$ cat src/host_port_pkg.sv
package host_port_pkg;

  // ==========================================================================
  // Register addresses on the two select pins.
  localparam logic [1:0] ADDR_MSG  = 2'h0;
  localparam logic [1:0] ADDR_CTRL = 2'h1;
  localparam logic [1:0] ADDR_PCM  = 2'h2;
  localparam logic [1:0] ADDR_CMP  = 2'h3;

  // ==========================================================================
  // Control/status field positions.
  localparam int CMP_RST_BIT = 6;
  localparam int PCM_RST_BIT = 5;
  localparam int PCM_AF_BIT  = 4;
  localparam int CMP_AF_BIT  = 3;
  localparam int IN_BUSY_BIT = 2;
  localparam int OUT_RDY_BIT = 1;

  // ==========================================================================
  // Widths, reset values and buffer sizing.
  localparam int         DATA_W      = 8;
  localparam logic [7:0] BYTE_RESET  = 8'h00;
  localparam logic       FLAG_RESET  = 1'b0;
  localparam int         FIFO_DEPTH  = 16;
  localparam int         FIFO_AF_LVL = 12;

endpackage : host_port_pkg

$ cat src/parallel_host_mailbox_port.sv
`timescale 1ns/1ps

// Function
// - Eight-bit port with four selectable registers.
// - Address 0 mailbox, 1 control, 2 PCM, 3 compressed.
// - Mailbox is separate inbound and outbound registers.
// - Control bits 7 and 0 ignored.
// - Control bit 6 holds compressed channel reset.
// - Control bit 5 holds PCM channel reset.
// - Bit 4 shows PCM FIFO almost full.
// - Bit 3 shows compressed FIFO almost full.
// - Inbound busy: host write sets, DSP read clears.
// - Outbound ready: DSP write sets, host read clears.
// - Data ports write-only, bytes pushed into FIFOs.
// - Attention output low while outbound message pending.
// - Device drives selected register during host read.
// - Port disabled while external memory uses pins.
// - Separate strobes or data strobe with direction.

// ============================================================================
// Byte FIFO
module byte_fifo #(
  parameter int WIDTH = 8,
  parameter int DEPTH = 16,
  parameter int AF_LVL = 12
) (
  // Clock and reset.
  input  wire logic             ref_clk,
  input  wire logic             rst_n,
  input  wire logic             flush,
  // Fill side.
  input  wire logic             in_valid,
  output logic                  in_ready,
  input  wire logic [WIDTH-1:0] in_data,
  // Drain side.
  output logic                  out_valid,
  input  wire logic             out_ready,
  output logic [WIDTH-1:0]      out_data,
  // Level.
  output logic                  almost_full
);

  localparam int AW = $clog2(DEPTH);
  localparam int CW = $clog2(DEPTH + 1);
  localparam logic [CW-1:0] DEPTH_C = CW'(DEPTH);
  localparam logic [CW-1:0] AF_C    = CW'(AF_LVL);

  logic [WIDTH-1:0] mem_q [DEPTH];
  logic [AW-1:0]    wr_ptr_q;
  logic [AW-1:0]    rd_ptr_q;
  logic [CW-1:0]    count_q;
  logic             push;
  logic             pop;

  assign in_ready    = (count_q != DEPTH_C) && !flush;
  assign out_valid   = (count_q != '0) && !flush;
  assign out_data    = mem_q[rd_ptr_q];
  assign push        = in_valid && in_ready;
  assign pop         = out_valid && out_ready;
  assign almost_full = (count_q >= AF_C);

  always_ff @(posedge ref_clk) begin
    if (push) begin
      mem_q[wr_ptr_q] <= in_data;
    end
  end

  // Pointers wrap by modulo so any depth works, not only powers of two.
  always_ff @(posedge ref_clk or negedge rst_n) begin
    if (!rst_n) begin
      wr_ptr_q <= '0;
      rd_ptr_q <= '0;
      count_q  <= '0;
    end else if (flush) begin
      wr_ptr_q <= '0;
      rd_ptr_q <= '0;
      count_q  <= '0;
    end else begin
      if (push) begin
        wr_ptr_q <= (wr_ptr_q == AW'(DEPTH - 1)) ? '0 : wr_ptr_q + 1'b1;
      end
      if (pop) begin
        rd_ptr_q <= (rd_ptr_q == AW'(DEPTH - 1)) ? '0 : rd_ptr_q + 1'b1;
      end
      if (push && !pop) begin
        count_q <= count_q + 1'b1;
      end else if (pop && !push) begin
        count_q <= count_q - 1'b1;
      end
    end
  end

endmodule : byte_fifo

// ============================================================================
// Host port top
module parallel_host_mailbox_port #(
  parameter int FIFO_DEPTH  = host_port_pkg::FIFO_DEPTH,
  parameter int FIFO_AF_LVL = host_port_pkg::FIFO_AF_LVL
) (
  // Clock and reset.
  input  wire logic       ref_clk,
  input  wire logic       rst_n,
  // Host bus pins.
  input  wire logic       cs_n,
  input  wire logic       wr_n,
  input  wire logic       rd_n,
  input  wire logic       data_strobe_n,
  input  wire logic       rw_sel,
  input  wire logic       reg_sel_hi,
  input  wire logic       reg_sel_lo,
  input  wire logic [7:0] data_in,
  output logic      [7:0] data_out,
  output logic            data_oe,
  output logic            host_attention_n,
  // Configuration straps.
  input  wire logic       combined_strobe,
  input  wire logic       ext_mem_mode,
  input  wire logic       notify_en,
  // DSP mailbox side.
  input  wire logic       dsp_msg_rd,
  output logic      [7:0] dsp_inbound_data,
  input  wire logic       dsp_msg_wr,
  input  wire logic [7:0] dsp_msg_data,
  output logic            inbound_busy,
  output logic            outbound_ready,
  // PCM stream.
  output logic            pcm_valid,
  input  wire logic       pcm_ready,
  output logic      [7:0] pcm_data,
  output logic            pcm_space,
  output logic            pcm_channel_reset,
  // Compressed stream.
  output logic            cmp_valid,
  input  wire logic       cmp_ready,
  output logic      [7:0] cmp_data,
  output logic            cmp_space,
  output logic            compressed_channel_reset
);

  logic [1:0] sel;
  logic       port_en;
  logic       wr_act;
  logic       rd_act;
  logic       wr_q;
  logic       rd_q;
  logic       wr_end;
  logic       rd_end;
  logic [1:0] addr_q;
  logic [7:0] wdata_q;
  logic [7:0] inbound_q;
  logic [7:0] outbound_q;
  logic [7:0] rdata_q;
  logic [7:0] ctrl_rd;
  logic       busy_q;
  logic       ready_q;
  logic       pcm_rst_q;
  logic       cmp_rst_q;
  logic       pcm_af;
  logic       cmp_af;
  logic       pcm_push;
  logic       cmp_push;

  // ==========================================================================
  // Strobe decode. Pins share the memory bus, so the port stays dead while
  // external memory owns them.
  assign sel     = {reg_sel_hi, reg_sel_lo};
  assign port_en = !ext_mem_mode;
  assign wr_act  = port_en && !cs_n && (combined_strobe ?
                   (!data_strobe_n && !rw_sel) : (!wr_n && rd_n));
  assign rd_act  = port_en && !cs_n && (combined_strobe ?
                   (!data_strobe_n && rw_sel) : (!rd_n && wr_n));
  // A cycle takes effect when its strobe is released.
  assign wr_end  = wr_q && !wr_act;
  assign rd_end  = rd_q && !rd_act;

  always_ff @(posedge ref_clk or negedge rst_n) begin
    if (!rst_n) begin
      wr_q    <= 1'b0;
      rd_q    <= 1'b0;
      addr_q  <= host_port_pkg::ADDR_MSG;
      wdata_q <= host_port_pkg::BYTE_RESET;
    end else begin
      wr_q <= wr_act;
      rd_q <= rd_act;
      if (wr_act || rd_act) begin
        addr_q <= sel;
      end
      if (wr_act) begin
        wdata_q <= data_in;
      end
    end
  end

  // ==========================================================================
  // Mailbox: two independent bytes plus handshake flags.
  always_ff @(posedge ref_clk or negedge rst_n) begin
    if (!rst_n) begin
      inbound_q  <= host_port_pkg::BYTE_RESET;
      outbound_q <= host_port_pkg::BYTE_RESET;
    end else begin
      if (wr_end && addr_q == host_port_pkg::ADDR_MSG) begin
        inbound_q <= wdata_q;
      end
      if (dsp_msg_wr) begin
        outbound_q <= dsp_msg_data;
      end
    end
  end

  // Set is tested first so an event in the clearing cycle is not lost.
  always_ff @(posedge ref_clk or negedge rst_n) begin
    if (!rst_n) begin
      busy_q  <= host_port_pkg::FLAG_RESET;
      ready_q <= host_port_pkg::FLAG_RESET;
    end else begin
      if (wr_end && addr_q == host_port_pkg::ADDR_MSG) begin
        busy_q <= 1'b1;
      end else if (dsp_msg_rd) begin
        busy_q <= 1'b0;
      end
      if (dsp_msg_wr) begin
        ready_q <= 1'b1;
      end else if (rd_end && addr_q == host_port_pkg::ADDR_MSG) begin
        ready_q <= 1'b0;
      end
    end
  end

  // ==========================================================================
  // Control register. Bits 7 and 0 are dropped on write.
  always_ff @(posedge ref_clk or negedge rst_n) begin
    if (!rst_n) begin
      pcm_rst_q <= host_port_pkg::FLAG_RESET;
      cmp_rst_q <= host_port_pkg::FLAG_RESET;
    end else if (wr_end && addr_q == host_port_pkg::ADDR_CTRL) begin
      cmp_rst_q <= wdata_q[host_port_pkg::CMP_RST_BIT];
      pcm_rst_q <= wdata_q[host_port_pkg::PCM_RST_BIT];
    end
  end

  // Write-only and reserved bits read back as zero.
  always_comb begin
    ctrl_rd = 8'h00;
    ctrl_rd[host_port_pkg::PCM_AF_BIT]  = pcm_af;
    ctrl_rd[host_port_pkg::CMP_AF_BIT]  = cmp_af;
    ctrl_rd[host_port_pkg::IN_BUSY_BIT] = busy_q;
    ctrl_rd[host_port_pkg::OUT_RDY_BIT] = ready_q;
  end

  // ==========================================================================
  // Read path. Data is registered, so the driver turns on one cycle into
  // the strobe and only for the two readable addresses.
  always_ff @(posedge ref_clk or negedge rst_n) begin
    if (!rst_n) begin
      rdata_q <= host_port_pkg::BYTE_RESET;
    end else if (rd_act) begin
      rdata_q <= (sel == host_port_pkg::ADDR_MSG) ? outbound_q : ctrl_rd;
    end
  end

  assign data_out = rdata_q;
  assign data_oe  = rd_act && rd_q && !addr_q[1];

  // ==========================================================================
  // Stream ports. A byte that finds its FIFO full is dropped; the host is
  // expected to pace itself on the almost-full flags.
  assign pcm_push = wr_end && addr_q == host_port_pkg::ADDR_PCM && !pcm_rst_q;
  assign cmp_push = wr_end && addr_q == host_port_pkg::ADDR_CMP && !cmp_rst_q;

  byte_fifo #(
    .WIDTH  (host_port_pkg::DATA_W),
    .DEPTH  (FIFO_DEPTH),
    .AF_LVL (FIFO_AF_LVL)
  ) pcm_fifo (
    .ref_clk     (ref_clk),
    .rst_n       (rst_n),
    .flush       (pcm_rst_q),
    .in_valid    (pcm_push),
    .in_ready    (pcm_space),
    .in_data     (wdata_q),
    .out_valid   (pcm_valid),
    .out_ready   (pcm_ready),
    .out_data    (pcm_data),
    .almost_full (pcm_af)
  );

  byte_fifo #(
    .WIDTH  (host_port_pkg::DATA_W),
    .DEPTH  (FIFO_DEPTH),
    .AF_LVL (FIFO_AF_LVL)
  ) cmp_fifo (
    .ref_clk     (ref_clk),
    .rst_n       (rst_n),
    .flush       (cmp_rst_q),
    .in_valid    (cmp_push),
    .in_ready    (cmp_space),
    .in_data     (wdata_q),
    .out_valid   (cmp_valid),
    .out_ready   (cmp_ready),
    .out_data    (cmp_data),
    .almost_full (cmp_af)
  );

  // ==========================================================================
  // Outputs.
  assign host_attention_n         = !(notify_en && ready_q);
  assign dsp_inbound_data         = inbound_q;
  assign inbound_busy             = busy_q;
  assign outbound_ready           = ready_q;
  assign pcm_channel_reset        = pcm_rst_q;
  assign compressed_channel_reset = cmp_rst_q;

  // ==========================================================================
  // Checks.
  busy_set_a : assert property (@(posedge ref_clk) disable iff (!rst_n)
    wr_end && addr_q == host_port_pkg::ADDR_MSG |=> busy_q)
    else $error("inbound busy did not set on mailbox write");
  busy_clear_a : assert property (@(posedge ref_clk) disable iff (!rst_n)
    dsp_msg_rd && !(wr_end && addr_q == host_port_pkg::ADDR_MSG) |=> !busy_q)
    else $error("inbound busy did not clear on DSP read");
  ready_set_a : assert property (@(posedge ref_clk) disable iff (!rst_n)
    dsp_msg_wr |=> ready_q && outbound_q == $past(dsp_msg_data))
    else $error("outbound ready did not set on DSP write");
  ready_clear_a : assert property (@(posedge ref_clk) disable iff (!rst_n)
    rd_end && addr_q == host_port_pkg::ADDR_MSG && !dsp_msg_wr |=> !ready_q)
    else $error("outbound ready did not clear on host read");
  inbound_load_a : assert property (@(posedge ref_clk) disable iff (!rst_n)
    wr_end && addr_q == host_port_pkg::ADDR_MSG |=> inbound_q == $past(wdata_q))
    else $error("inbound mailbox did not take written byte");
  chan_reset_a : assert property (@(posedge ref_clk) disable iff (!rst_n)
    wr_end && addr_q == host_port_pkg::ADDR_CTRL |=>
    {cmp_rst_q, pcm_rst_q} == $past(wdata_q[6:5]))
    else $error("channel reset bits not taken from control write");
  pcm_flush_a : assert property (@(posedge ref_clk) disable iff (!rst_n)
    pcm_rst_q |-> !pcm_space ##1 !pcm_valid)
    else $error("PCM FIFO not emptied while channel held in reset");
  pcm_push_a : assert property (@(posedge ref_clk) disable iff (!rst_n)
    pcm_push && pcm_space && !pcm_valid |=> pcm_valid && pcm_data == $past(wdata_q))
    else $error("PCM byte not pushed into FIFO");
  read_mbox_a : assert property (@(posedge ref_clk) disable iff (!rst_n)
    data_oe && addr_q == host_port_pkg::ADDR_MSG |-> data_out == $past(outbound_q))
    else $error("mailbox read drove wrong byte");
  ext_mem_a : assert property (@(posedge ref_clk) disable iff (!rst_n)
    ext_mem_mode |=> !data_oe && !pcm_push && !cmp_push)
    else $error("host port active in external memory mode");
  attention_a : assert property (@(posedge ref_clk) disable iff (!rst_n)
    dsp_msg_wr && notify_en |=> !host_attention_n)
    else $error("attention not raised for pending message");

endmodule : parallel_host_mailbox_port

$ cat config.mk
export PLATFORM = sky130hd
export DESIGN_NAME = parallel_host_mailbox_port
export DESIGN_NICKNAME = d
export VERILOG_FILES = /design/src/host_port_pkg.sv /design/src/parallel_host_mailbox_port.sv
export SDC_FILE = /design/constraint.sdc
export NUM_CORES = 1
export LEC_CHECK = 0
export BUFFER_PORTS_ARGS = -buffer_cell sky130_fd_sc_hd__buf_2
export CORE_ASPECT_RATIO = 2
export CORE_MARGIN = 2
export CORE_UTILIZATION = 40
export DETAILED_ROUTE_END_ITERATION = 7
export PLACE_DENSITY_LB_ADDON = 0.25
export SLEW_MARGIN = 20
export SYNTH_ARGS = -nofsm -noshare
export SYNTH_HDL_FRONTEND = slang
export SYNTH_SLANG_ARGS = --single-unit
$ cat constraint.sdc
create_clock -name ref_clk -period 3.8 [get_ports ref_clk]
set_input_delay 0.76 -clock ref_clk [delete_from_list [all_inputs] [get_ports ref_clk]]
set_output_delay 0.76 -clock ref_clk [all_outputs]
set_load 0.005 [all_outputs]
# After elaboration in Yosys (flattened, before gate mapping)
# Memories as Yosys holds them, arrays and structs flattened.
# Cells that the tools add are included.
[classes]
add_sub_neg = 8
n_lt_le_gt_ge = 2
eq_ne = 9
muxes = 29
reduce_logical = 60
[op_table]
columns = ["cell", "count"]
rows = [
  ["$mux 4", 12],
  ["$logic_and 1x1->1", 31],
  ["$mux 5", 6],
  ["$add 4x1->4 const B", 4],
  ["$eq 4x4->1 const B", 4],
  ["$logic_not 1->1", 16],
  ["$reduce_bool 2->1", 6],
  ["$add 5x1->5 const B", 2],
  ["$ge 5x4->1 const B", 2],
  ["$mux 1", 10],
  ["$ne 5x5->1 const B", 2],
  ["$reduce_bool 5->1", 2],
  ["$sub 5x1->5 const B", 2],
  ["$mux 8", 1],
  ["$reduce_bool 3->1", 2],
  ["$eq 2x2->1 const B", 2],
  ["$logic_not 2->1", 2],
  ["$eq 2x1->1 const B", 1],
  ["$logic_or 1x1->1", 1],
]
[word_totals]
register_bits = 66
ramBits = 256
inputBits = 32
memories = 2
[memory_table]
columns = ["name", "words", "word_bits", "read_ports", "rd_clocked_by_memory_dff", "wr", "line_no", "source"]
rows = [
  ["cmp_fifo.mem_q", 16, 8, 1, 0, 1, "parallel_host_mailbox_port.sv:48", "logic [WIDTH-1:0] mem_q [DEPTH];"],
  ["pcm_fifo.mem_q", 16, 8, 1, 0, 1, "parallel_host_mailbox_port.sv:48", ""],
]

# Logic depth before layout (Yosys ltp)
# Gate-level depths: netlist of run 1.
[logic_depth]
word_depth = 14
ltp_mapped = 12

# Modules after synthesis
# Synthesis of run 1 repeated with hierarchy kept, for this count alone.
[hier_totals]
hier_cells = 790
hier_area_um2 = 13560.5
[modules_own_cells]
columns = ["mod", "n_inst", "cells_each", "area_per_inst_um2", "seq_area_each_um2"]
rows = [
  ["byte_fifo at cmp_fifo", 1, 360, 5993.2, 4169.0],
  ["byte_fifo at pcm_fifo", 1, 308, 5929.4, 4169.0],
  ["parallel_host_mailbox_port", 1, 122, 1637.8, 1001.0],
]

# Worst setup path before layout of run 1
# OpenSTA, ideal clock, no wires.
[synth_timing]
kind = "input to register"
from = "in combined_strobe"
to = "reg cmp_fifo.count_q[4]"
setup_time_ps = 127
arrival_ps = 3151
t_required_ps = 3673
setup_slack_ps = 523
path_stages = 12
path_buffers = 1
path_cell_list = "nor3b_1 -> o21ai_0 -> inv_1 -> nor2_1 -> clkbuf_1 -> nand2_1 -> fa_1 -> a21o_1 -> a21oi_1 -> o211ai_1 -> o2111a_1 -> a311o_2"
[synth_between]
elab_chain_cells = 10
[synth_lines]
columns = ["item", "line_no", "source"]
rows = [
  ["from (decl)", "parallel_host_mailbox_port.sv:117", "input wire logic combined_strobe,"],
  ["$mux 1 (*)", "parallel_host_mailbox_port.sv:169", "assign wr_act = port_en && !cs_n && (combined_strobe ?"],
  ["$logic_and 1x1->1 (*)", "parallel_host_mailbox_port.sv:169", ""],
  ["$logic_not 1->1 (*)", "parallel_host_mailbox_port.sv:174", "assign wr_end = wr_q && !wr_act;"],
  ["$logic_and 1x1->1 (*)", "parallel_host_mailbox_port.sv:174", ""],
  ["$logic_and 1x1->1 (*) (2 in a row)", "parallel_host_mailbox_port.sv:269", "assign cmp_push = wr_end && addr_q == host_port_pkg::ADDR_CMP && !cmp_rst_q;"],
  ["$logic_and 1x1->1 (*)", "parallel_host_mailbox_port.sv:58", "assign push = in_valid && in_ready;"],
  ["$logic_and 1x1->1 or $logic_not 1->1 (tied branches)", "parallel_host_mailbox_port.sv:85, parallel_host_mailbox_port.sv:87", ""],
  ["$mux 5 or $logic_and 1x1->1 (tied branches)", "parallel_host_mailbox_port.sv:85, parallel_host_mailbox_port.sv:87", ""],
  ["$mux 5 or $reduce_bool 3->1 (tied branches)", "n/a", ""],
  ["to (signal assigned)", "parallel_host_mailbox_port.sv:86", "count_q <= count_q + 1'b1;"],
  ["to (signal assigned)", "parallel_host_mailbox_port.sv:88", "count_q <= count_q - 1'b1;"],
  ["to (decl)", "parallel_host_mailbox_port.sv:51", "logic [CW-1:0] count_q;"],
]
# Mark *: on every way between the ends. The rest lies on a longest branch, timed or not.
# A chain may end at the register's enable or synchronous reset.

# Worst setup path after layout of run 1
[layout_timing]
from = "reg cmp_fifo.rd_ptr_q[0]"
to = "out cmp_data[5]"
[layout_between]
elab_chain_cells = 1
[layout_lines]
columns = ["item", "line_no", "source"]
rows = [
  ["from (decl)", "parallel_host_mailbox_port.sv:50", "logic [AW-1:0] rd_ptr_q;"],
  ["from (signal assigned)", "parallel_host_mailbox_port.sv:83", "rd_ptr_q <= (rd_ptr_q == AW'(DEPTH - 1)) ? '0 : rd_ptr_q + 1'b1;"],
  ["$mem_v2 16x8", "n/a", ""],
  ["to (decl)", "parallel_host_mailbox_port.sv:136", "output logic [7:0] cmp_data,"],
]
# No other way between the ends.

==> flow_summary.json, run 1 <==
{
  "grt_pass1_vias": 7826,
  "yosysUniqueCellTypes": 56,
  "crit_path_end_kind": "output pin",
  "core_area_sq_mm": 0.03340,
  "synth_adder_area_share_pct": 1.974,
  "num_io_pins": 74,
  "cts_resized": 0,
  "route.antenna.remaining_nets": 0,
  "post_synthesis_mux_area_share_pct": 12.33,
  "end_of_flow_core_utilization_pct": 45.69,
  "clock_latency_ns": 0.56,
  "synth-simple-area-share_pct": 6.471,
  "post_layout_nonfiller_instances": 1408,
  "most_area_hungry_cell_type_in_the_yosys_netlist": "sky130_fd_sc_hd__edfxtp_1",
  "clock_tree.buffer_depth": 3,
  "worst_ir_drop_vdd_mv": 0.3574,
  "synthMostInstantiatedCell": "sky130_fd_sc_hd__edfxtp_1",
  "synth-edff-count": 256,
  "critical_path_required_ns": 3.04,
  "area_growth_pct": 13.56,
  "grt_antenna_before_repair": 0,
  "synthArstFlopShare_pct": 20.50,
  "synth_compound_gate_area_share_pct": 7.169,
  "die_h_microns": 263.2,
  "yosys-top-cells-count": "sky130_fd_sc_hd__edfxtp_1 (256), sky130_fd_sc_hd__nand2_1 (81), sky130_fd_sc_hd__dfrtp_1 (66)",
  "maxClockFrequency_mhz": 301.8,
  "post_layout_nets": 1003,
  "power-per-cell-area_mw_per_mm2": 660.2,
  "final_area_sq_mm": 0.01526,
  "drt_first_pass_iters": 4,
  "pwr-share-seq_pct": 45.9,
  "synth_largest_type_area_fraction_pct": 57.20,
  "timing.final.max_slew_violations": 0,
  "max_cap_violations": 0,
  "p_sw_uw": 3247,
  "first_iter_violations": 329,
  "rsz0062_at_grt": "false",
  "power.combinational.fraction_pct": 28.9,
  "cts-htree-levels": 1,
  "dpl.hpwl_microns": 21130,
  "placed_area_sq_mm": 0.01447,
  "cts_tree": "yes",
  "worst_hold_check_path_type": "in -> async",
  "filler_cell_count": 2903,
  "port_buffers": 73,
  "synth-main-ff-cell": "sky130_fd_sc_hd__edfxtp_1",
  "rows": 95,
  "worst-endpoint-arrival_ns": 2.55,
  "numCtsBuffers": 27,
  "detail_route.drc_violations": 0,
  "gr-usage-all-layers_pct": 17.36,
  "fin_tns_setup_ns": 0,
  "globalRouteOverflowTotal": 0,
  "vias": 7467,
  "worst_slew_pin_slew_ns": 1.084,
  "avgViaCountPerCell": 5.303,
  "power.share.clock_pct": 25.2,
  "timing.final.hold_violations": 0,
  "yosys.area_share.xor_xnor_pct": 0.6517,
  "total_leakage_power_uw": 0.005561,
  "clkSinkCount": 322,
  "hold_bufs_at_cts": 0,
  "synth_top_family_by_area": "multiplexers",
  "cp-startpoint": "cmp_fifo.rd_ptr_q[0]$_DFFE_PN0P_",
  "wl_cell_microns": 21.35,
  "syn-mean-instance-area_sq_um": 15.70,
  "design.die.area_sq_mm": 0.03517,
  "number_of_diodes_added_for_antenna_fixing": 0,
  "worst_setup_path_class": "reg -> out",
  "grt_first_pass_wirelength_microns": 46040,
  "route.final.wire_length_microns": 30060,
  "p_int_uw": 6829,
  "root_buffer": "sky130_fd_sc_hd__clkbuf_16",
  "overall_power_uw": 10080,
  "setup_violations": 0,
  "result_of_the_run": "completed",
  "timing.reg2reg.worst_path_depth": 10,
  "syn_area_sq_mm": 0.01344,
  "chip_width_microns": 133.6,
  "sequential_share_of_the_synthesized_area_pct": 69.49,
  "rr_startpoint": "cmp_fifo.count_q[1]$_DFFE_PN0P_",
  "cts.reportedPaths.clkPinSlew_ns": 0.07,
  "postCtsSetupBuffers": 0,
  "slew-limit-headroom_pct": 27.77,
  "postSynthCellCount": 856,
  "ys_ff_latch": 322,
  "yosysWarningCount": 0,
  "globalplace.congestion": 0.8219,
  "postSynthNetCount": 908,
  "layout-drive-gt1-share_pct": 23.35,
  "synth_area_leaders": "sky130_fd_sc_hd__edfxtp_1 (57%), sky130_fd_sc_hd__dfrtp_1 (12%), sky130_fd_sc_hd__mux4_2 (5.4%), sky130_fd_sc_hd__mux2i_1 (3.9%), sky130_fd_sc_hd__mux2_2 (3.0%)",
  "worstPathMaxFanout": 40,
  "clock-skew-final_ns": 0.02044,
  "pin_count_of_the_biggest_net_entering_global_routing": 41,
  "power_switching_share_pct": 32.22,
  "min_tclk_post_route_ns": 3.314,
  "start_kind": "flip-flop",
  "dp.cells": 1358,
  "initial_utilization_pct": 40.24,
  "period_share_pct": 87.21
}
## cell families after synthesis
group / count (synthesis)
muxes: 121
AOI/OAI and AO/OA: 151
and+or+nand+nor: 169
xor gates and xnor gates: 10
DFF: 322
buffers and inverters: 63
adders and majority gates: 20
## layout by cell type (no fill, tap or decap), types with 18 or more instances in the layout
cell type                     n
sky130_fd_sc_hd__a21oi_1     41
sky130_fd_sc_hd__buf_2       73
sky130_fd_sc_hd__buf_4       36
sky130_fd_sc_hd__clkbuf_16   27
sky130_fd_sc_hd__dfrtp_1     62
sky130_fd_sc_hd__edfxtp_1   256
sky130_fd_sc_hd__ha_1        18
sky130_fd_sc_hd__inv_1       18
sky130_fd_sc_hd__mux2_2      36
sky130_fd_sc_hd__mux2i_1     53
sky130_fd_sc_hd__mux4_2      32
sky130_fd_sc_hd__nand2_1     81
sky130_fd_sc_hd__nor2_1      21
sky130_fd_sc_hd__o21ai_0     46
## flip-flops by register name, indices dropped and copies added, names as in the netlist, 2 cells and up
name / flops
cmp_fifo.wr_ptr_q: 4
pcm_fifo.mem_q: 128
cmp_fifo.mem_q: 128
addr_q: 2
pcm_fifo.count_q: 5
cmp_fifo.rd_ptr_q: 4
dsp_inbound_data: 8
pcm_fifo.rd_ptr_q: 4
pcm_fifo.wr_ptr_q: 4
outbound_q: 8
data_out: 8
cmp_fifo.count_q: 5
wdata_q: 8
## routing by layer
metal	wire length (microns)	GRT usage (%)
met4	1427	8.367
met5	0	0
met1	10240	17.10
met2	17680	34.90
met3	715	1.887
## final cells by class
| class | count | area, sq um | share of cell area [%] |
|---|---|---|---|
| Inverter | 18 | 67.56 | 0.4427 |
| Timing Repair Buffer | 111 | 675.6 | 4.427 |
| Tap cell | 436 | 545.5 | 3.574 |
| Clock inverter | 14 | 76.32 | 0.5001 |
| Sequential cell | 322 | 9344 | 61.22 |
| Clock buffer | 36 | 710.7 | 4.657 |
| Multi-Input combinational cell | 471 | 3842 | 25.18 |
## critical path: stages, from the launching register on
cell and delay [ns]:
sky130_fd_sc_hd__dfrtp_2 0.56, sky130_fd_sc_hd__buf_12 0.33, sky130_fd_sc_hd__mux4_2 0.57, sky130_fd_sc_hd__a22oi_1 0.17
sky130_fd_sc_hd__nand2_1 0.17, sky130_fd_sc_hd__buf_2 0.17
## metrics by stage
step / hold WS (ns) / worst slack [ns]
finish: 0.2991 / 0.4861
global route: 0.3392 / 0.3387
CTS: 0.2952 / 0.4530
detailed placement: 0.4673 / 0.4331
global placement: 0.4613 / 0.5096
floorplan: 0.4644 / 0.5227
## power by group through the flow
stage                     combinational (uW)  sequential [uW]  clock [uW]
after floorplan                         2010             4480           0
after global placement                  2950             4700           0
after detailed placement                2970             4710           0
after CTS                               2980             4630        2610
after global routing                    3200             4670        2720
final                                   2910             4630        2530
## final timing paths
check                                             endpoint  slack [ns]
hold / removal                     data_out[7]$_DFFE_PN0P_        0.30
min in group ref_clk                wdata_q[4]$_DFFE_PN0P_        0.41
setup / recovery                               cmp_data[5]        0.49
max in group asynchronous          data_out[1]$_DFFE_PN0P_        2.73
setup reg to reg           cmp_fifo.count_q[4]$_DFFE_PN0P_        0.72
hold reg to reg                    data_out[6]$_DFFE_PN0P_        0.48
(Power assumes the default switching activity.)
==> inputs of run 2 (changes only) <==
--- a/config.mk
+++ b/config.mk
@@ -9,9 +9,12 @@
 export CORE_ASPECT_RATIO = 2
 export CORE_MARGIN = 2
 export CORE_UTILIZATION = 40
+export CTS_BUF_LIST = sky130_fd_sc_hd__clkbuf_2 sky130_fd_sc_hd__clkbuf_4 sky130_fd_sc_hd__clkbuf_8
 export DETAILED_ROUTE_END_ITERATION = 7
 export PLACE_DENSITY_LB_ADDON = 0.25
 export SLEW_MARGIN = 20
 export SYNTH_ARGS = -nofsm -noshare
 export SYNTH_HDL_FRONTEND = slang
+export SYNTH_HIERARCHICAL = 1
 export SYNTH_SLANG_ARGS = --single-unit
+export TNS_END_PERCENT = 100
==> run 2 against run 1 <==
First-iteration DRC count increased by 54%. Count of clock-buffer cells in the layout increased by 23. Cell area increased by 1.9%. Via count decreased by 1.7%. Sequential power increased by 1%. Total power increased by 3.6%. Critical path depth unchanged. Final cell count decreased by 1.8%. Flip-flop and latch count unchanged. Sequential share of layout area decreased by 1.2 points. Critical path type unchanged. Largest cell class unchanged.
==> flow_summary.json, run 2 <==
{
  "synth-edff-count": 256,
  "grt_first_pass_wirelength_microns": 46890,
  "layout.cells.most_common_list": "sky130_fd_sc_hd__edfxtp_1 (256), sky130_fd_sc_hd__buf_2 (73), sky130_fd_sc_hd__dfrtp_1 (61), sky130_fd_sc_hd__mux4_2 (56)",
  "dpl.hpwl_microns": 20950,
  "min_tclk_post_route_ns": 3.567,
  "design.die.area_sq_mm": 0.03548,
  "cts_tree": "yes",
  "synth_adder_area_share_pct": 1.956,
  "postCtsSetupBuffers": 0,
  "result_of_the_run": "completed",
  "synthArstFlopShare_pct": 20.50,
  "multi_input_comb_area_sq_mm": 0.003930,
  "route.antenna.remaining_nets": 0,
  "capture_point_of_the_worst_path": "cmp_data[5]",
  "avgViaCountPerCell": 5.313,
  "worst-endpoint-arrival_ns": 2.81,
  "synth_largest_type_area_fraction_pct": 56.69,
  "synthMostInstantiatedCell": "sky130_fd_sc_hd__edfxtp_1",
  "syn_area_sq_mm": 0.01356,
  "slew-limit-headroom_pct": 42.11,
  "globalRouteOverflowTotal": 0,
  "yosysUniqueCellTypes": 67,
  "worst_ir_drop_vdd_mv": 0.3816,
  "post_layout_nets": 962,
  "die_h_microns": 264.4,
  "numCtsBuffers": 44,
  "rows": 95,
  "num_io_pins": 74,
  "postSynthNetCount": 842,
  "ys_ff_latch": 322,
  "setup.reg_to_reg.worst_slack_ns": 0.75,
  "core_area_sq_mm": 0.03352,
  "biggestRegsByFlops": "cmp_fifo/mem_q x128, pcm_fifo/mem_q x128",
  "cts_resized": 0,
  "fin_tns_setup_ns": 0,
  "initial_utilization_pct": 40.46,
  "cts-htree-levels": 2,
  "crit_path_end_kind": "output pin",
  "grt_antenna_before_repair": 1,
  "hold_bufs_at_cts": 1,
  "yosys-top-cells-count": "sky130_fd_sc_hd__edfxtp_1 (256), sky130_fd_sc_hd__dfrtp_1 (66), sky130_fd_sc_hd__mux4_2 (56)",
  "filler_cell_count": 2956,
  "yosysWarningCount": 6,
  "power-per-cell-area_mw_per_mm2": 671.0,
  "synth_top_family_by_area": "multiplexers",
  "vias": 7343,
  "setup_violations": 0,
  "root_buffer": "sky130_fd_sc_hd__clkbuf_8",
  "grt_pass1_vias": 7982,
  "total_leakage_power_uw": 0.005593,
  "area.sequential_sq_mm": 0.009345,
  "rr_startpoint": "pcm_fifo/count_q[0]$_DFFE_PN0P_",
  "worst_setup_path_class": "reg -> out",
  "chip_width_microns": 134.2,
  "area_growth_pct": 14.73,
  "synth_compound_gate_area_share_pct": 5.702,
  "cts.reportedPaths.clkPinSlew_ns": 0.06,
  "layout-drive-gt1-share_pct": 31.43,
  "drt_first_pass_iters": 4,
  "wl_cell_microns": 21.95,
  "synth_area_leaders": "sky130_fd_sc_hd__edfxtp_1 (57%), sky130_fd_sc_hd__dfrtp_1 (12%), sky130_fd_sc_hd__mux4_2 (9.3%), sky130_fd_sc_hd__mux2i_1 (3.0%), sky130_fd_sc_hd__mux2_2 (2.5%)",
  "yosys.area_share.xor_xnor_pct": 0.5167,
  "cp-startpoint": "cmp_fifo/rd_ptr_q[2]$_DFFE_PN0P_",
  "most_area_hungry_cell_type_in_the_yosys_netlist": "sky130_fd_sc_hd__edfxtp_1",
  "globalplace.congestion": 0.7909,
  "worst_r2r_endpoint": "pcm_fifo/count_q[4]$_DFFE_PN0P_",
  "most_common_cell_after_layout_fill_and_taps_aside": "sky130_fd_sc_hd__edfxtp_1",
  "port_buffers": 73,
  "worst_slew_pin_slew_ns": 0.8684,
  "max_cap_violations": 0,
  "timing.reg2reg.worst_path_depth": 9,
  "critical_path_required_ns": 3.04,
  "clock_latency_ns": 0.57,
  "synth-main-ff-cell": "sky130_fd_sc_hd__edfxtp_1",
  "timing.final.hold_violations": 0,
  "worst_hold_check_path_type": "in -> reg",
  "synth-simple-area-share_pct": 5.822,
  "gr-usage-all-layers_pct": 17.74,
  "detailedPlace.worstSlack_ns": 0.001073,
  "timing.final.max_slew_violations": 0,
  "first_iter_violations": 506,
  "detail_route.drc_violations": 0,
  "rsz0062_at_grt": "false",
  "clock_tree.buffer_depth": 3,
  "worstPathMaxFanout": 17,
  "syn-mean-instance-area_sq_um": 17.17,
  "clock-skew-final_ns": 0.02613,
  "clkSinkCount": 322,
  "period_share_pct": 93.88,
  "route.final.wire_length_microns": 30340,
  "maxClockFrequency_mhz": 280.3,
  "pin_count_of_the_biggest_net_entering_global_routing": 60,
  "post-route-worst-setup-slack_ns": 0.2325,
  "post_synthesis_mux_area_share_pct": 14.94,
  "postSynthCellCount": 790,
  "sequential_share_of_the_synthesized_area_pct": 68.87,
  "start_kind": "flip-flop"
}
## run 2: worst min-delay path by stage
stage / startpoint / endpoint / slack (ns) / cells past startpoint
2_1_floorplan: rst_n / addr_q[0]$_DFFE_PN0P_ / 0.46 / 0
3_3_place_gp: data_out[6]$_DFFE_PN0P_ / data_out[6]$_DFFE_PN0P_ / 0.46 / 2
3_5_place_dp: data_out[6]$_DFFE_PN0P_ / data_out[6]$_DFFE_PN0P_ / 0.47 / 2
4_1_cts: dsp_msg_rd / inbound_busy$_DFFE_PN0P_ / 0.34 / 2
5_1_grt: dsp_msg_rd / inbound_busy$_DFFE_PN0P_ / 0.36 / 2
6_report: dsp_msg_rd / inbound_busy$_DFFE_PN0P_ / 0.37 / 2
## run 2: cell type report
type                            instances  share of cell area (%)
Antenna cell                            1                 0.01608
Clock buffer                           59                   4.697
Inverter                               23                  0.5549
Sequential cell                       322                   60.07
Multi-Input combinational cell        405                   25.26
Timing Repair Buffer                  114                   4.584
Clock inverter                         22                   1.311
Tap cell                              436                   3.507
## run 2: metal layers
layer  vias up  share of wire (%)  GRT usage, %
met5         -                  0             0
met4         0                5.7         10.07
met3        76                2.5         2.238
met2       142                 58         34.47
met1      3745                 33         17.62
li1       3380                  -             -
## run 2: stage by stage
step	total power (uW)	utilization [%]	instances	hold slack, ns	instance area [sq um]
5_1_grt	11000	46.41	1382	0.3566	15560
4_1_cts	10610	46.40	1381	0.3353	15550
3_5_place_dp	7791	43.58	1299	0.4683	14610
2_1_floorplan	6615	-	790	0.4644	13560
6_report	10440	46.41	1382	0.3717	15560
3_3_place_gp	7758	43.58	1299	0.4626	14610
## run 2: cell families (layout without fill, tap and decap cells)
group           after synthesis  count (layout)
flops                       322             322
simple gates                142             142
other cells                   0               1
buf+inv                      63             218
compound gates              107             107
mux                         128             128
fa+ha+maj                    20              20
xor+xnor                      8               8
## run 2: worst max-delay path, stage by stage (launching register included)
cell and delay (ns):
sky130_fd_sc_hd__dfrtp_1 0.57, sky130_fd_sc_hd__and2_1 0.47, sky130_fd_sc_hd__a221oi_1 0.73, sky130_fd_sc_hd__a22oi_1 0.20
sky130_fd_sc_hd__nand2_1 0.14, sky130_fd_sc_hd__buf_2 0.12
## run 2: where the power goes
group | total (uW) | internal [uW] | switching (uW) | leakage (uW)
combinational | 2960 | 1410 | 1540 | 0.00196
clock | 2800 | 1530 | 1270 | 0.000499
sequential | 4680 | 4200 | 482 | 0.00313
==> inputs of run 3 (changes only) <==
--- a/config.mk
+++ b/config.mk
@@ -6,7 +6,6 @@
 export NUM_CORES = 1
 export LEC_CHECK = 0
 export BUFFER_PORTS_ARGS = -buffer_cell sky130_fd_sc_hd__buf_2
-export CORE_ASPECT_RATIO = 2
 export CORE_MARGIN = 2
 export CORE_UTILIZATION = 40
 export CTS_BUF_LIST = sky130_fd_sc_hd__clkbuf_2 sky130_fd_sc_hd__clkbuf_4 sky130_fd_sc_hd__clkbuf_8
==> constraint.sdc (replaced) <==
create_clock -name ref_clk -period 3.05 [get_ports ref_clk]
set_input_delay 0.61 -clock ref_clk [delete_from_list [all_inputs] [get_ports ref_clk]]
set_output_delay 0.61 -clock ref_clk [all_outputs]
set_load 0.005 [all_outputs]
==> run 3 against run 2 <==
Non-clock buffer count up 37. Combinational power increased by 40%. Setup slack worse by 0.22 ns. Sequential power is 23% higher. Cell area increased by 4.1%. Clock power increased by 28%. Critical path depth did not move. Register-to-register slack got worse by 0.30 ns. Highest routed layer is now met5.
==> flow_summary.json, run 3 (synthesis results as in run 2) <==
{
  "clock_latency_ns": 0.60,
  "grt_pass1_vias": 7730,
  "cts_tree": "yes",
  "rows": 67,
  "result_of_the_run": "completed",
  "fin_tns_setup_ns": 0,
  "worst_ir_drop_vdd_mv": 0.3581,
  "port_buffers": 73,
  "most_common_cell_after_layout_fill_and_taps_aside": "sky130_fd_sc_hd__edfxtp_1",
  "worst-endpoint-arrival_ns": 2.43,
  "area_growth_pct": 19.39,
  "clock-skew-final_ns": 0.01933,
  "period_share_pct": 99.66,
  "layout-drive-gt1-share_pct": 36.07,
  "total_leakage_power_uw": 0.005891,
  "route.final.wire_length_microns": 29010,
  "vias": 7519,
  "gr-usage-all-layers_pct": 16.74,
  "max_cap_violations": 0,
  "chip_width_microns": 188.1,
  "pin_count_of_the_biggest_net_entering_global_routing": 67,
  "worst_slew_pin_slew_ns": 0.9193,
  "min_tclk_post_route_ns": 3.040,
  "rsz0062_at_grt": "true",
  "timing.final.max_slew_violations": 0,
  "die_h_microns": 188.1,
  "biggestRegsByFlops": "cmp_fifo/mem_q x128, pcm_fifo/mem_q x128",
  "post_layout_nets": 1004,
  "route.antenna.remaining_nets": 0,
  "drt_first_pass_iters": 5,
  "globalRouteOverflowTotal": 0,
  "dpl.hpwl_microns": 18700,
  "core_area_sq_mm": 0.03345,
  "cts.reportedPaths.clkPinSlew_ns": 0.06,
  "post-route-worst-setup-slack_ns": 0.01031,
  "start_kind": "flip-flop",
  "grt_first_pass_wirelength_microns": 45290,
  "setup_violations": 0,
  "layout.cells.most_common_list": "sky130_fd_sc_hd__edfxtp_1 (256), sky130_fd_sc_hd__buf_2 (72), sky130_fd_sc_hd__dfrtp_1 (63), sky130_fd_sc_hd__buf_4 (60), sky130_fd_sc_hd__mux4_2 (56)",
  "worst_setup_path_class": "reg -> out",
  "globalplace.congestion": 0.8148,
  "timing.final.hold_violations": 0,
  "numCtsBuffers": 49,
  "slew-limit-headroom_pct": 38.71,
  "clkSinkCount": 322,
  "avgViaCountPerCell": 5.229,
  "root_buffer": "sky130_fd_sc_hd__clkbuf_8",
  "cts-htree-levels": 2,
  "first_iter_violations": 458,
  "wl_cell_microns": 20.18,
  "maxClockFrequency_mhz": 329.0,
  "clock_tree.buffer_depth": 3,
  "worstPathMaxFanout": 7,
  "detailedPlace.worstSlack_ns": -0.01681,
  "design.die.area_sq_mm": 0.03539,
  "critical_path_required_ns": 2.44,
  "grt_antenna_before_repair": 3,
  "worst_hold_check_path_type": "in -> async",
  "num_io_pins": 74,
  "power-per-cell-area_mw_per_mm2": 832.5,
  "crit_path_end_kind": "output pin",
  "detail_route.drc_violations": 0,
  "initial_utilization_pct": 40.54,
  "filler_cell_count": 2829,
  "hold_bufs_at_cts": 0
}
-- run 3: cell count changes in the layout (fill, tap and decap cells not counted), sizes merged --
cell,delta
inv,+1
diode,+2
buf,+38
clkinv,-3
dlygate4sd3,-1
bufinv,-1
clkbuf,+8
-- run 3: timing repair --
item                       4_1_cts  5_1_grt
gates cloned                     2        0
setup buffers                    1        3
gates resized for setup         14        9
setup endpoints to repair       16       16
-- run 3: routing by layer --
| metal | part of all wire (%) | global-route usage (%) | up-vias | routed length (microns) |
|---|---|---|---|---|
| met5 | 0.038 | 0 | - | 11 |
| met4 | 1.7 | 4.876 | 2 | 505 |
| met3 | 6.0 | 4.323 | 40 | 1746 |
| met2 | 46 | 25.52 | 194 | 13400 |
| met1 | 46 | 23.78 | 3831 | 13350 |
| li1 | - | - | 3452 | - |
-- run 3: area by class of cell --
class                      instances  area (sq um)  area share [%]
clock inverter                    19         180.2           1.113
clock buffer                      67         809.5           5.000
antenna                            3         7.507         0.04637
multi-input combinational        405          4030           24.89
timing repair buffer             151          1171           7.233
tap                              448         560.5           3.462
inverter                          23         86.33          0.5332
sequential                       322          9345           57.72
-- run 3: worst max-delay path, cell delays in order, from the launching register on --
cell and delay, ns:
sky130_fd_sc_hd__dfrtp_2 0.43, sky130_fd_sc_hd__buf_12 0.14, sky130_fd_sc_hd__buf_16 0.13, sky130_fd_sc_hd__mux4_2 0.52
sky130_fd_sc_hd__mux4_2 0.47, sky130_fd_sc_hd__buf_2 0.15
-- run 3: power by group --
group,total (uW),switching (uW),internal [uW],leakage (uW)
clock,3580,1600,1980,0.000525
sequential,5750,509,5240,0.00314
combinational,4150,2080,2060,0.00223
-- run 3: final timing paths --
check / slack, ns / startpoint / depth (start not counted) / to
hold / removal: 0.02 / rst_n / 2 / pcm_fifo/count_q[0]$_DFFE_PN0P_
max in group asynchronous: 2.68 / rst_n / 2 / cmp_fifo/rd_ptr_q[0]$_DFFE_PN0P_
hold reg to reg: 0.48 / data_out[1]$_DFFE_PN0P_ / 2 / data_out[1]$_DFFE_PN0P_
setup / recovery: 0.01 / pcm_fifo/rd_ptr_q[0]$_DFFE_PN0P_ / 5 / pcm_data[5]
setup reg to reg: 0.45 / cmp_fifo/count_q[0]$_DFFE_PN0P_ / 7 / cmp_fifo/count_q[4]$_DFFE_PN0P_
min in group ref_clk: 0.21 / dsp_msg_rd / 2 / inbound_busy$_DFFE_PN0P_
-- run 3: through the flow --
stage	power, uW	utilization [%]	hold slack [ns]	instance area [sq um]	cells
after floorplan	8251	-	0.3144	13590	790
after global placement	9712	44.83	0.4649	14990	1343
after detailed placement	9759	44.83	0.4754	14990	1343
after CTS	13550	48.19	0.01690	16120	1432
after global routing	14220	48.38	0.02909	16180	1435
final	13480	48.40	0.02063	16190	1438
